<file path="config.mk">
export PLATFORM = sky130hd
export DESIGN_NAME = sync_regs
export DESIGN_NICKNAME = d
export VERILOG_FILES = /design/src/inc/sync_regs_pkg.sv /design/src/rtl/sync_regs.sv
export SDC_FILE = /design/constraint.sdc
export NUM_CORES = 1
export LEC_CHECK = 0
export BUFFER_PORTS_ARGS = -buffer_cell sky130_fd_sc_hd__buf_4
export CORE_ASPECT_RATIO = 0.8
export CORE_MARGIN = 5
export CORE_UTILIZATION = 53
export CTS_CLUSTER_DIAMETER = 120
export CTS_CLUSTER_SIZE = 24
export DETAILED_ROUTE_END_ITERATION = 8
export PLACE_DENSITY = 0.84
export SLEW_MARGIN = 20
export SYNTH_ARGS = -nofsm -noshare
export SYNTH_HDL_FRONTEND = slang
export SYNTH_SLANG_ARGS = --single-unit
</file>
<file path="constraint.sdc">
create_clock -name clk -period 2.95 [get_ports clk]
set_input_delay 0.295 -clock clk [delete_from_list [all_inputs] [get_ports clk]]
set_output_delay 0.295 -clock clk [all_outputs]
set_load 0.05 [all_outputs]
</file>
<file path="src/inc/sync_regs_pkg.sv">
// constants for the sync control and upper test pattern register slice
// assumes a byte-wide register port decoded by the serial control front end
package sync_regs_pkg;
  // register addresses
  localparam logic [7:0] addr_pattern3_low = 8'h1d;
  localparam logic [7:0] addr_pattern3_high = 8'h1e;
  localparam logic [7:0] addr_pattern4_low = 8'h1f;
  localparam logic [7:0] addr_pattern4_high = 8'h20;
  localparam logic [7:0] addr_signature_low = 8'h24;
  localparam logic [7:0] addr_signature_high = 8'h25;
  localparam logic [7:0] addr_sync_control = 8'h3a;
  // reset values
  localparam logic [7:0] pattern_reset = 8'h00;
  localparam logic [7:0] sync_control_reset = 8'h00;
  localparam logic [7:0] read_data_reset = 8'h00;
  localparam logic pulse_reset = 1'b0;
  // sync control field positions
  localparam int master_enable_bit = 0;
  localparam int divider_enable_bit = 1;
  localparam int one_shot_bit = 2;
  localparam logic [7:0] sync_control_mask = 8'h07;
endpackage

</file>
<file path="src/rtl/sync_regs.sv">
// sync control, upper user test patterns and self-test signature registers
// assumes the serial port front end presents byte accesses synchronous to clk
// and that the sync pulse input is already synchronous to clk
module sync_regs (
  // clock and reset
  input wire logic clk,
  input wire logic resetn,
  // register port
  input wire logic reg_write,
  input wire logic reg_read,
  input wire logic [7:0] reg_addr,
  input wire logic [7:0] reg_wdata,
  output logic [7:0] reg_rdata,
  output logic reg_hit,
  // self-test engine result
  input wire logic [15:0] signature,
  // sync path
  input wire logic sync_in,
  output logic divider_sync,
  output logic sync_buffer_enable,
  // pattern values to the test pattern generator
  output logic [15:0] pattern3,
  output logic [15:0] pattern4
);

  ////////////////////////////////////////////////////////////////////////////
  // state and helper signals

  // pattern three bytes; each byte is its own register so the host may
  // rewrite one half without disturbing the other
  logic [7:0] p3l_reg; // pattern three low byte
  logic [7:0] p3l_next; // next value of the low byte
  logic [7:0] p3h_reg; // pattern three high byte
  logic [7:0] p3h_next; // next value of the high byte

  // pattern four bytes, same arrangement as pattern three
  logic [7:0] p4l_reg; // pattern four low byte
  logic [7:0] p4l_next; // next value of the low byte
  logic [7:0] p4h_reg; // pattern four high byte
  logic [7:0] p4h_next; // next value of the high byte

  // sync control: only the three defined bits are stored, the open bits
  // cost no flops and simply read back as zero
  logic [2:0] ctrl_reg; // sync control bits 2..0
  logic [2:0] ctrl_next; // next value of the sync control bits

  // registered divider sync pulse; the extra flop keeps the output free of
  // glitches at the price of one cycle of latency
  logic pulse_reg; // divider sync pulse
  logic pulse_next; // next value of the pulse
  logic gate; // a sync pulse is allowed through this cycle
  logic shot_taken; // the aligning pulse of one-shot mode passes now

  // read data, held until the next read so a slow host can pick it up
  logic [7:0] rdata_reg; // read data
  logic [7:0] rdata_next; // next read data

  // decoded write strobes, one per writable register
  logic wr_p3l; // write to pattern three low byte
  logic wr_p3h; // write to pattern three high byte
  logic wr_p4l; // write to pattern four low byte
  logic wr_p4h; // write to pattern four high byte
  logic wr_ctrl; // write to sync control

  ////////////////////////////////////////////////////////////////////////////
  // address decoding

  // true when an address selects the given register
  function automatic logic addr_is(input logic [7:0] a, input logic [7:0] target);
    addr_is = (a == target);
  endfunction

  // true when the address is one of the registers of this slice
  function automatic logic mapped(input logic [7:0] a);
    mapped = addr_is(a, sync_regs_pkg::addr_pattern3_low) ||
             addr_is(a, sync_regs_pkg::addr_pattern3_high) ||
             addr_is(a, sync_regs_pkg::addr_pattern4_low) ||
             addr_is(a, sync_regs_pkg::addr_pattern4_high) ||
             addr_is(a, sync_regs_pkg::addr_signature_low) ||
             addr_is(a, sync_regs_pkg::addr_signature_high) ||
             addr_is(a, sync_regs_pkg::addr_sync_control);
  endfunction

  // write strobes; the signature addresses get none, so host writes to
  // them fall on the floor
  assign wr_p3l = reg_write && addr_is(reg_addr, sync_regs_pkg::addr_pattern3_low);
  assign wr_p3h = reg_write && addr_is(reg_addr, sync_regs_pkg::addr_pattern3_high);
  assign wr_p4l = reg_write && addr_is(reg_addr, sync_regs_pkg::addr_pattern4_low);
  assign wr_p4h = reg_write && addr_is(reg_addr, sync_regs_pkg::addr_pattern4_high);
  assign wr_ctrl = reg_write && addr_is(reg_addr, sync_regs_pkg::addr_sync_control);

  ////////////////////////////////////////////////////////////////////////////
  // pattern bytes

  // next values; a byte changes only on a write to its own address
  always_comb begin
    p3l_next = p3l_reg;
    p3h_next = p3h_reg;
    p4l_next = p4l_reg;
    p4h_next = p4h_reg;
    // low byte of pattern three
    if (wr_p3l) begin
      p3l_next = reg_wdata;
    end
    // high byte of pattern three
    if (wr_p3h) begin
      p3h_next = reg_wdata;
    end
    // low byte of pattern four
    if (wr_p4l) begin
      p4l_next = reg_wdata;
    end
    // high byte of pattern four
    if (wr_p4h) begin
      p4h_next = reg_wdata;
    end
  end

  // pattern byte registers
  always_ff @(posedge clk or negedge resetn) begin
    if (!resetn) begin
      p3l_reg <= sync_regs_pkg::pattern_reset;
      p3h_reg <= sync_regs_pkg::pattern_reset;
      p4l_reg <= sync_regs_pkg::pattern_reset;
      p4h_reg <= sync_regs_pkg::pattern_reset;
    end else begin
      p3l_reg <= p3l_next;
      p3h_reg <= p3h_next;
      p4l_reg <= p4l_next;
      p4h_reg <= p4h_next;
    end
  end

  ////////////////////////////////////////////////////////////////////////////
  // sync control and divider pulse

  // next values of the control bits and the pulse
  always_comb begin
    ctrl_next = ctrl_reg;
    // sync passes only with master and divider enables both set
    gate = sync_in && ctrl_reg[sync_regs_pkg::master_enable_bit] &&
           ctrl_reg[sync_regs_pkg::divider_enable_bit];
    // in one-shot mode this passing pulse is the aligning one
    shot_taken = gate && ctrl_reg[sync_regs_pkg::one_shot_bit];
    // every passing pulse reaches the divider, one cycle later
    pulse_next = gate;
    // host write replaces all three bits; open bits are dropped
    if (wr_ctrl) begin
      ctrl_next = reg_wdata[2:0];
    end
    // hardware wins over a same-cycle host write, otherwise a write landing
    // with the aligning pulse could re-arm the divider behind the host's back
    if (shot_taken) begin
      ctrl_next[sync_regs_pkg::divider_enable_bit] = 1'b0;
    end
  end

  // control and pulse registers
  always_ff @(posedge clk or negedge resetn) begin
    if (!resetn) begin
      ctrl_reg <= sync_regs_pkg::sync_control_reset[2:0];
      pulse_reg <= sync_regs_pkg::pulse_reset;
    end else begin
      ctrl_reg <= ctrl_next;
      pulse_reg <= pulse_next;
    end
  end

  ////////////////////////////////////////////////////////////////////////////
  // read path

  // read mux; the signature is taken live, so a read during a self-test run
  // may catch a half-updated word, which the host must avoid
  always_comb begin
    rdata_next = rdata_reg;
    if (reg_read) begin
      case (reg_addr)
        // pattern bytes read back as written
        sync_regs_pkg::addr_pattern3_low: begin
          rdata_next = p3l_reg;
        end
        sync_regs_pkg::addr_pattern3_high: begin
          rdata_next = p3h_reg;
        end
        sync_regs_pkg::addr_pattern4_low: begin
          rdata_next = p4l_reg;
        end
        sync_regs_pkg::addr_pattern4_high: begin
          rdata_next = p4h_reg;
        end
        // signature halves, read only
        sync_regs_pkg::addr_signature_low: begin
          rdata_next = signature[7:0];
        end
        sync_regs_pkg::addr_signature_high: begin
          rdata_next = signature[15:8];
        end
        // control, open bits read zero; a cleared divider enable shows here
        sync_regs_pkg::addr_sync_control: begin
          rdata_next = {5'h00, ctrl_reg};
        end
        // unmapped addresses read zero
        default: begin
          rdata_next = 8'h00;
        end
      endcase
    end
  end

  // read data register, held between reads
  always_ff @(posedge clk or negedge resetn) begin
    if (!resetn) begin
      rdata_reg <= sync_regs_pkg::read_data_reset;
    end else begin
      rdata_reg <= rdata_next;
    end
  end

  ////////////////////////////////////////////////////////////////////////////
  // outputs

  // register port answers
  assign reg_rdata = rdata_reg;
  assign reg_hit = mapped(reg_addr) && (reg_read || reg_write);

  // sync path; the buffer is powered only with master enable set
  assign divider_sync = pulse_reg;
  assign sync_buffer_enable = ctrl_reg[sync_regs_pkg::master_enable_bit];

  // patterns as {high byte, low byte}
  assign pattern3 = {p3h_reg, p3l_reg};
  assign pattern4 = {p4h_reg, p4l_reg};

endmodule

</file>
# Word level (Yosys, flattened, before mapping)
# Index checks and enable logic that the tools add are counted.
# Widths: inputs -> output; s select.
# op_classes
mul	0
mux	3
n_eq_ne	7
n_lt_le_gt_ge	0
n_reduce_logical	17
n_addsub	0
n_div	0
n_shift	0
bitwise_logic	0
# op_table
op	count
$pmux 8 s7	1
$eq 8x6->1 const B	4
$eq 8x5->1 const B	3
$logic_and 1x1->1	9
$logic_or 1x1->1	7
$mux 2	1
$reduce_bool 2->1	1
$mux 1	1
# totals
elab_cells	35
reg_bits	44
input_bits	37
latchBits	0
mem_bits_rw	0
romBits	0
out_inout_bits	43
memories	0

# Depth between registers and ports, before layout
# Gate-level depths: netlist of the first run.
# depth
ltp_word	8
depth_mapped	7
mapped_depth_nobuf	5

# Worst setup path after synthesis of the first run
# No wires, ideal clock.
# synth_timing
kind	input port to output port
start	in reg_addr[7]
end	out reg_hit
arrival_ns	1.527
stages	5
path_slack_ns	1.128
t_required_ns	2.655
cell_sequence	nor2_1 clkbuf_1 o21ai_0 nor2_1 o21a_1
# synth_between
elab_chain_cells	8
elab_cells_between_ends	14
classes_between	7 x eq/ne; 7 x reduce/logical
# synth_lines
element	line	rtl
start, declared	sync_regs.sv:11	input wire logic [7:0] reg_addr,
$eq 8x5->1	sync_regs.sv:70	addr_is = (a == target);
$logic_or 1x1->1	sync_regs.sv:75	mapped = addr_is(a, sync_regs_pkg::addr_pattern3_low) ||
$logic_or 1x1->1	sync_regs.sv:76	addr_is(a, sync_regs_pkg::addr_pattern3_high) ||
$logic_or 1x1->1	sync_regs.sv:77	addr_is(a, sync_regs_pkg::addr_pattern4_low) ||
$logic_or 1x1->1	sync_regs.sv:78	addr_is(a, sync_regs_pkg::addr_pattern4_high) ||
$logic_or 1x1->1	sync_regs.sv:79	addr_is(a, sync_regs_pkg::addr_signature_low) ||
$logic_or 1x1->1 (*)	sync_regs.sv:80	addr_is(a, sync_regs_pkg::addr_signature_high) ||
$logic_and 1x1->1 (*)	sync_regs.sv:224	assign reg_hit = mapped(reg_addr) && (reg_read || reg_write);
end, declared	sync_regs.sv:14	output logic reg_hit,
# Mark *: on every way between the ends. The rest lies on a longest branch, timed or not.

# Worst setup path in the final report of the first run
# layout_timing
start	in reg_addr[5]
end	reg p3h_reg[3]
# layout_between
elab_chain_cells	2
# layout_lines
element	line	rtl
$eq 8x5->1	sync_regs.sv:70	
$logic_and 1x1->1	sync_regs.sv:87	assign wr_p3h = reg_write && addr_is(reg_addr, sync_regs_pkg::addr_pattern3_high);
end signal, assigned	sync_regs.sv:123	p3h_reg <= sync_regs_pkg::pattern_reset;
end signal, assigned	sync_regs.sv:128	p3h_reg <= p3h_next;
end, declared	sync_regs.sv:33	logic [7:0] p3h_reg;
# Every way passes these cells.
# A chain may end at the register's enable or synchronous reset.

==> summary.txt, run 1 <==
Status
  • Status: complete, but fails checks
  • Failing checks: hold timing

Clock tree
  • Count of instances resized after the clock tree is built: 0
  • Buffer cell driving the clock tree root: sky130_fd_sc_hd__clkbuf_8
  • Clk sinks: 44
  • CTS max path bufs: 2
  • TritonCTS Buffers: 5
  • Worst skew pair latency: 0.30 ns
  • Clock slew seen by the registers of the worst setup and hold paths: 0.08 ns
  • Number of hold-repair buffers added at the cts stage: 0
  • Clock tree from TritonCTS: done
  • Number of buffers added for setup after CTS: 0
  • H-tree Lvls: 2

Placed design
  • Number of buffers added on ports: 79
  • Sum of net half-perimeters after detailed placement: 4.62 mm
  • Weighted congestion reported at the end of routability-driven placement: 0.880
  • Worst slack after detailed placement: 0.674 ns

Power and ir drop
  • Pwr/cell area: 430 nW/um^2
  • VDD IR max: 331 uV
  • LEAKAGE: 1.47 nW
  • Total power after layout: 1.29 mW

Synth
  • Synthesized area: 2270 um^2
  • Total nets after synthesis: 236
  • Flip-flop and latch count after synthesis: 44
  • Part of the Yosys area used for sequential elements: 48.4%
  • Number of different library cells in the post-synthesis netlist: 40
  • Number of flops mapped to enable cells by yosys: 0
  • Warnings from Yosys: 0
  • Share of synthesized flip-flops with an asynchronous set or reset: 100%
  • Post-synthesis cell count: 199
  • Most instantiated flip-flop cell in the synthesis netlist: sky130_fd_sc_hd__dfrtp_1
  • Synthesized area per cell: 11.4 um^2

Drt
  • Detailed Route WL: 6.14 mm
  • Violation count after the first detailed-route iteration: 339
  • Via density: 5.77
  • # DRC: 0
  • Via count: 1940
  • Average wire per standard cell: 18.3 um
  • First-pass DRT Iterations: 4
  • Antenna Violating Nets Remaining: 0

Timing
  • Maximum clock frequency: 503 MHz
  • Final number of max-transition violations: 0
  • Count of final hold-check violations: 44
  • Post-route clock period utilization: 67.3%
  • Relative slew slack: 60.4%
  • Final setup TNS: 0 ns
  • Tmin final: 1.99 ns
  • Worst hold slack: -0.0266 ns
  • Final setup skew: 0.00865 ns
  • Final number of setup-violating endpoints: 0
  • Slew at the pin closest to its max-slew limit: 0.594 ns
  • RSZ-0062 raised after global routing: no
  • Worst path setup slack after routing: 0.964 ns

Floorplanning
  • Die X: 83.2 um
  • Top-level port count: 80
  • Placement row count: 21
  • Die outline area: 5710 um^2
  • Effective utilization at floorplan: 54.4%
  • Die height: 68.6 um
  • Area of the core: 4180 um^2

Setup path
  • Series of cell instances along the critical path: buf_4 > and4b_1 > nand3_4 > or3_1 > mux2_4
  • Crit end category: flip-flop
  • Crit Reg-Reg Startpoint: p3h_reg[6]
  • Maximum net fanout on the critical path: 15
  • Slowest stage delay, CP: 0.63 ns
  • Launching element type of the critical path: input pin
  • CP Class: in2reg
  • Reg2reg setup slack: 1.56 ns
  • Path depth of the worst reg2reg path: 5
  • Slowest cell on crit path: sky130_fd_sc_hd__and4b_1
  • Arrival @ worst endpoint: 2.17 ns
  • Data required, critical path: 3.13 ns
  • Capturing point of the worst reg2reg path: reg_rdata[6]

GRT
  • Global-route usage over all layers: 22.2%
  • Via count of the first global-routing pass: 1941
  • Total congestion overflow after global routing: 0
  • Number of antenna violations at the first check in global routing: 0
  • Pin count of the biggest net entering global routing: 45
  • Wire length of the first global-routing pass: 9.74 mm

Min path
  • Tightest Hold Check Type: in2async

Layout
  • Share of final-layout standard cells stronger than drive strength 1: 48.0%
  • Number of diodes added for antenna fixing: 0
  • Fillers: 307
  • Area growth, synth to finish: 31.9%
  • Final nets: 315

Run
  • Max-capacitance violation count: 0
## through the flow
stage	util (%)	cell area [um^2]	std cells	hold WS, ns
after floorplan	-	2270	199	-0.000591
after global placement	69.6	2910	328	0.320
after detailed placement	69.6	2910	328	0.322
after CTS	71.8	3000	336	0.0000371
after global routing	71.8	3000	336	0.0284
final	71.8	3000	336	-0.0266
## kinds of logic (layout without fill, tap and decap cells)
logic type             after synthesis  after routing  synth area share [%]
AOI/OAI and AO/OA                   38             38                  11.4
DFF                                 44             44                  48.4
buffers and inverters               18             98                  3.58
and+or+nand+nor                     56             56                  14.1
muxes                               43             43                  22.5
## cell type report
cell class	instances	area, um^2	area share (%)
clock buffers	7	86.3	2.88
clock inverters	1	7.51	0.250
inverters	9	33.8	1.13
multi-input cells	137	1090	36.4
flip-flops and latches	44	1100	36.7
well taps	57	71.3	2.38
repair buffers	81	608	20.3
## cells in the mapped netlist, types with 3 or more instances
master	n	share of area (%)
sky130_fd_sc_hd__a21oi_1	3	0.66
sky130_fd_sc_hd__dfrtp_1	44	48
sky130_fd_sc_hd__o21ai_0	3	0.66
sky130_fd_sc_hd__clkbuf_1	5	0.83
sky130_fd_sc_hd__nor2_1	10	1.7
sky130_fd_sc_hd__a22oi_1	5	1.7
sky130_fd_sc_hd__o22ai_1	13	3.6
sky130_fd_sc_hd__a211oi_1	5	1.7
sky130_fd_sc_hd__nand3_1	6	1.3
sky130_fd_sc_hd__nand3b_1	6	2.0
sky130_fd_sc_hd__nand2_1	14	2.3
sky130_fd_sc_hd__inv_1	9	1.5
sky130_fd_sc_hd__mux2_2	33	16
sky130_fd_sc_hd__mux2_4	8	5.3
## worst max-delay path, delay by kind of cell
kind                   cells  cell delay (ns)
multiplexers               1             0.38
AND/OR/NAND/NOR            3             1.35
buffers and inverters      1             0.13
## layout by cell type, fill, tap and decap left out, drive strengths merged, types with 3 or more instances in the layout
master  netlist  final
clkbuf        5      7
nand3         7      7
o21ai         3      3
nor2         11     11
a211oi        5      5
mux2         41     41
inv           9      9
o22ai        13     13
nand3b        6      6
a21oi         3      3
buf           4     81
a22oi         5      5
dfrtp        44     44
nand2        14     14
## report_power, final
group	leakage (nW)	internal [mW]	switching, mW
sequential	0.602	0.628	0.0217
combinational	0.823	0.0986	0.158
clock	0.0445	0.190	0.195
## worst max-delay path by stage
stage | start | cells after the start | slack, ns | end
after floorplan | reg_addr[7] | 5 | 1.13 | reg_hit
after global placement | reg_addr[5] | 5 | 0.73 | p3h_reg[6]
after detailed placement | reg_addr[5] | 5 | 0.67 | p3h_reg[2]
after CTS | reg_addr[5] | 5 | 0.99 | p3h_reg[2]
after global routing | reg_addr[5] | 5 | 0.88 | p3h_reg[2]
final | reg_addr[5] | 5 | 0.96 | p3h_reg[3]
## metal layers
layer / GRT usage, % / share of wire [%] / vias up
li1: - / - / 891
met1: 28.9 / 43 / 946
met2: 36.0 / 48 / 90
met4: 8.16 / 1.5 / 0
met5: 0 / 0 / -
met3: 6.41 / 8.0 / 13
No activity file was read; power rests on OpenSTA's default activity.
==> run 2, diff against run 1 <==
Settings changed: CORE_UTILIZATION 53 to 50, PLACE_DENSITY 0.84 to 0.8.
Clock period 2.95 ns to 1.9 ns, I/O delays scaled along.
==> summary.txt, run 2 (same netlist as run 1, synthesis figures left out) <==
Floorplanning
  • Top-level port count: 80
  • Die outline area: 6010 um^2
  • Effective utilization at floorplan: 50.7%
  • Area of the core: 4490 um^2
  • Placement row count: 22
  • Die X: 85.4 um
  • Die height: 70.3 um

Drt
  • Antenna Violating Nets Remaining: 0
  • Detailed Route WL: 6.15 mm
  • Via density: 5.62
  • Violation count after the first detailed-route iteration: 235
  • Via count: 1951
  • First-pass DRT Iterations: 4
  • # DRC: 0
  • Average wire per standard cell: 17.7 um

Setup path
  • Arrival @ worst endpoint: 1.41 ns
  • Crit end category: output pin
  • Maximum net fanout on the critical path: 20
  • Capturing point of the worst reg2reg path: reg_rdata[6]
  • Number of buffers and inverters on the critical path: 3
  • Data required, critical path: 1.71 ns
  • Series of cell instances along the critical path: buf_4 > buf_4 > or2_2 > a31oi_1 > nor2_1 > o21a_1 > buf_4
  • Cell type with the highest occurrence count on the critical path: sky130_fd_sc_hd__buf_4
  • Path depth of the worst reg2reg path: 5
  • CP Class: in2out
  • Slowest stage delay, CP: 0.31 ns
  • Slowest cell on crit path: sky130_fd_sc_hd__or2_2
  • Reg2reg setup slack: 0.55 ns
  • Critical path launch point: reg_addr[0]
  • Gate family responsible for the most delay along the worst path: buffers and inverters
  • Launching element type of the critical path: input pin
  • Crit Reg-Reg Startpoint: p4l_reg[6]

Timing
  • Slew at the pin closest to its max-slew limit: 0.544 ns
  • Maximum clock frequency: 627 MHz
  • Post-route clock period utilization: 84.0%
  • Relative slew slack: 63.7%
  • Final number of setup-violating endpoints: 0
  • Final number of max-transition violations: 0
  • Final setup TNS: 0 ns
  • RSZ-0062 raised after global routing: no
  • Count of final hold-check violations: 0
  • Tmin final: 1.60 ns
  • Final setup skew: 0.00453 ns

GRT
  • Wire length of the first global-routing pass: 9.86 mm
  • Pin count of the biggest net entering global routing: 45
  • Global-route usage over all layers: 20.9%
  • Number of antenna violations at the first check in global routing: 0
  • Total congestion overflow after global routing: 0
  • Via count of the first global-routing pass: 1901

Clock tree
  • Number of hold-repair buffers added at the cts stage: 1
  • Number of buffers added for setup after CTS: 0
  • Count of instances resized after the clock tree is built: 0
  • Worst skew pair latency: 0.30 ns
  • CTS max path bufs: 2
  • TritonCTS Buffers: 5
  • Buffer cell driving the clock tree root: sky130_fd_sc_hd__clkbuf_8
  • Clock tree from TritonCTS: done
  • Clock slew seen by the registers of the worst setup and hold paths: 0.08 ns
  • Clk sinks: 44
  • H-tree Lvls: 2

Layout
  • Number of diodes added for antenna fixing: 0
  • Most common library cell in the layout ignoring fill and taps: sky130_fd_sc_hd__buf_4
  • Most frequent cells in the layout: 88 x sky130_fd_sc_hd__buf_4, 44 x sky130_fd_sc_hd__dfrtp_1, 33 x sky130_fd_sc_hd__mux2_2
  • Final nets: 323
  • Fillers: 370
  • Post-Route Utilization: 68.7%
  • Share of final-layout standard cells stronger than drive strength 1: 49.1%
  • Storage cell area: 1100 um^2
  • Combined area of the multi-input logic cells: 1090 um^2
  • Area growth, synth to finish: 35.4%

Power and ir drop
  • VDD IR max: 527 uV
  • LEAKAGE: 1.52 nW
  • Pwr/cell area: 688 nW/um^2

Min path
  • Tightest Hold Check Type: in2reg
  • Critical hold path startpoint: reg_wdata[6]
  • Hold depth: 2
  • Hold EP: p3h_reg[6]

Run
  • Max-capacitance violation count: 0

Placed design
  • Number of buffers added on ports: 79
  • Sum of net half-perimeters after detailed placement: 4.61 mm
  • Weighted congestion reported at the end of routability-driven placement: 0.907

Status
  • Status: finished, final reports clean
## run 2: worst max path at each step
stage | cells past startpoint | to
5_1_grt | 7 | reg_hit
3_5_place_dp | 5 | p3h_reg[6]
4_1_cts | 7 | reg_hit
2_1_floorplan | 5 | reg_hit
6_report | 7 | reg_hit
3_3_place_gp | 5 | p3h_reg[6]
## run 2: report_power, final
part / switching [mW] / leakage, nW / internal, mW
Sequential: 0.0327 / 0.602 / 0.974
Combinational: 0.248 / 0.862 / 0.158
Clock: 0.316 / 0.0552 / 0.390
## run 2: routing by layer
layer	part of all wire (%)	GRT usage, %	vias up
met2	47	30.8	76
met4	1.2	5.80	0
met5	0	0	-
met1	45	30.8	952
met3	6.6	4.83	8
li1	-	-	915
## run 2: layout make-up
class	instances	area share [%]
sequential	44	35.7
timing repair buffer	89	21.8
clock inverter	2	1.14
clock buffer	6	2.36
inverter	9	1.10
multi-input combinational	137	35.5
tap	60	2.44
## run 2: stage by stage
step | hold slack [ns] | power [mW] | setup slack [ns] | cell area, um^2 | cells
floorplan | -0.106 | 1.24 | 0.288 | 2270 | 199
global placement | 0.214 | 1.43 | 0.0992 | 2960 | 338
detailed placement | 0.215 | 1.43 | 0.0885 | 2960 | 338
CTS | 0.139 | 2.13 | 0.318 | 3080 | 347
global route | 0.132 | 2.20 | 0.243 | 3080 | 347
finish | 0.144 | 2.12 | 0.304 | 3080 | 347
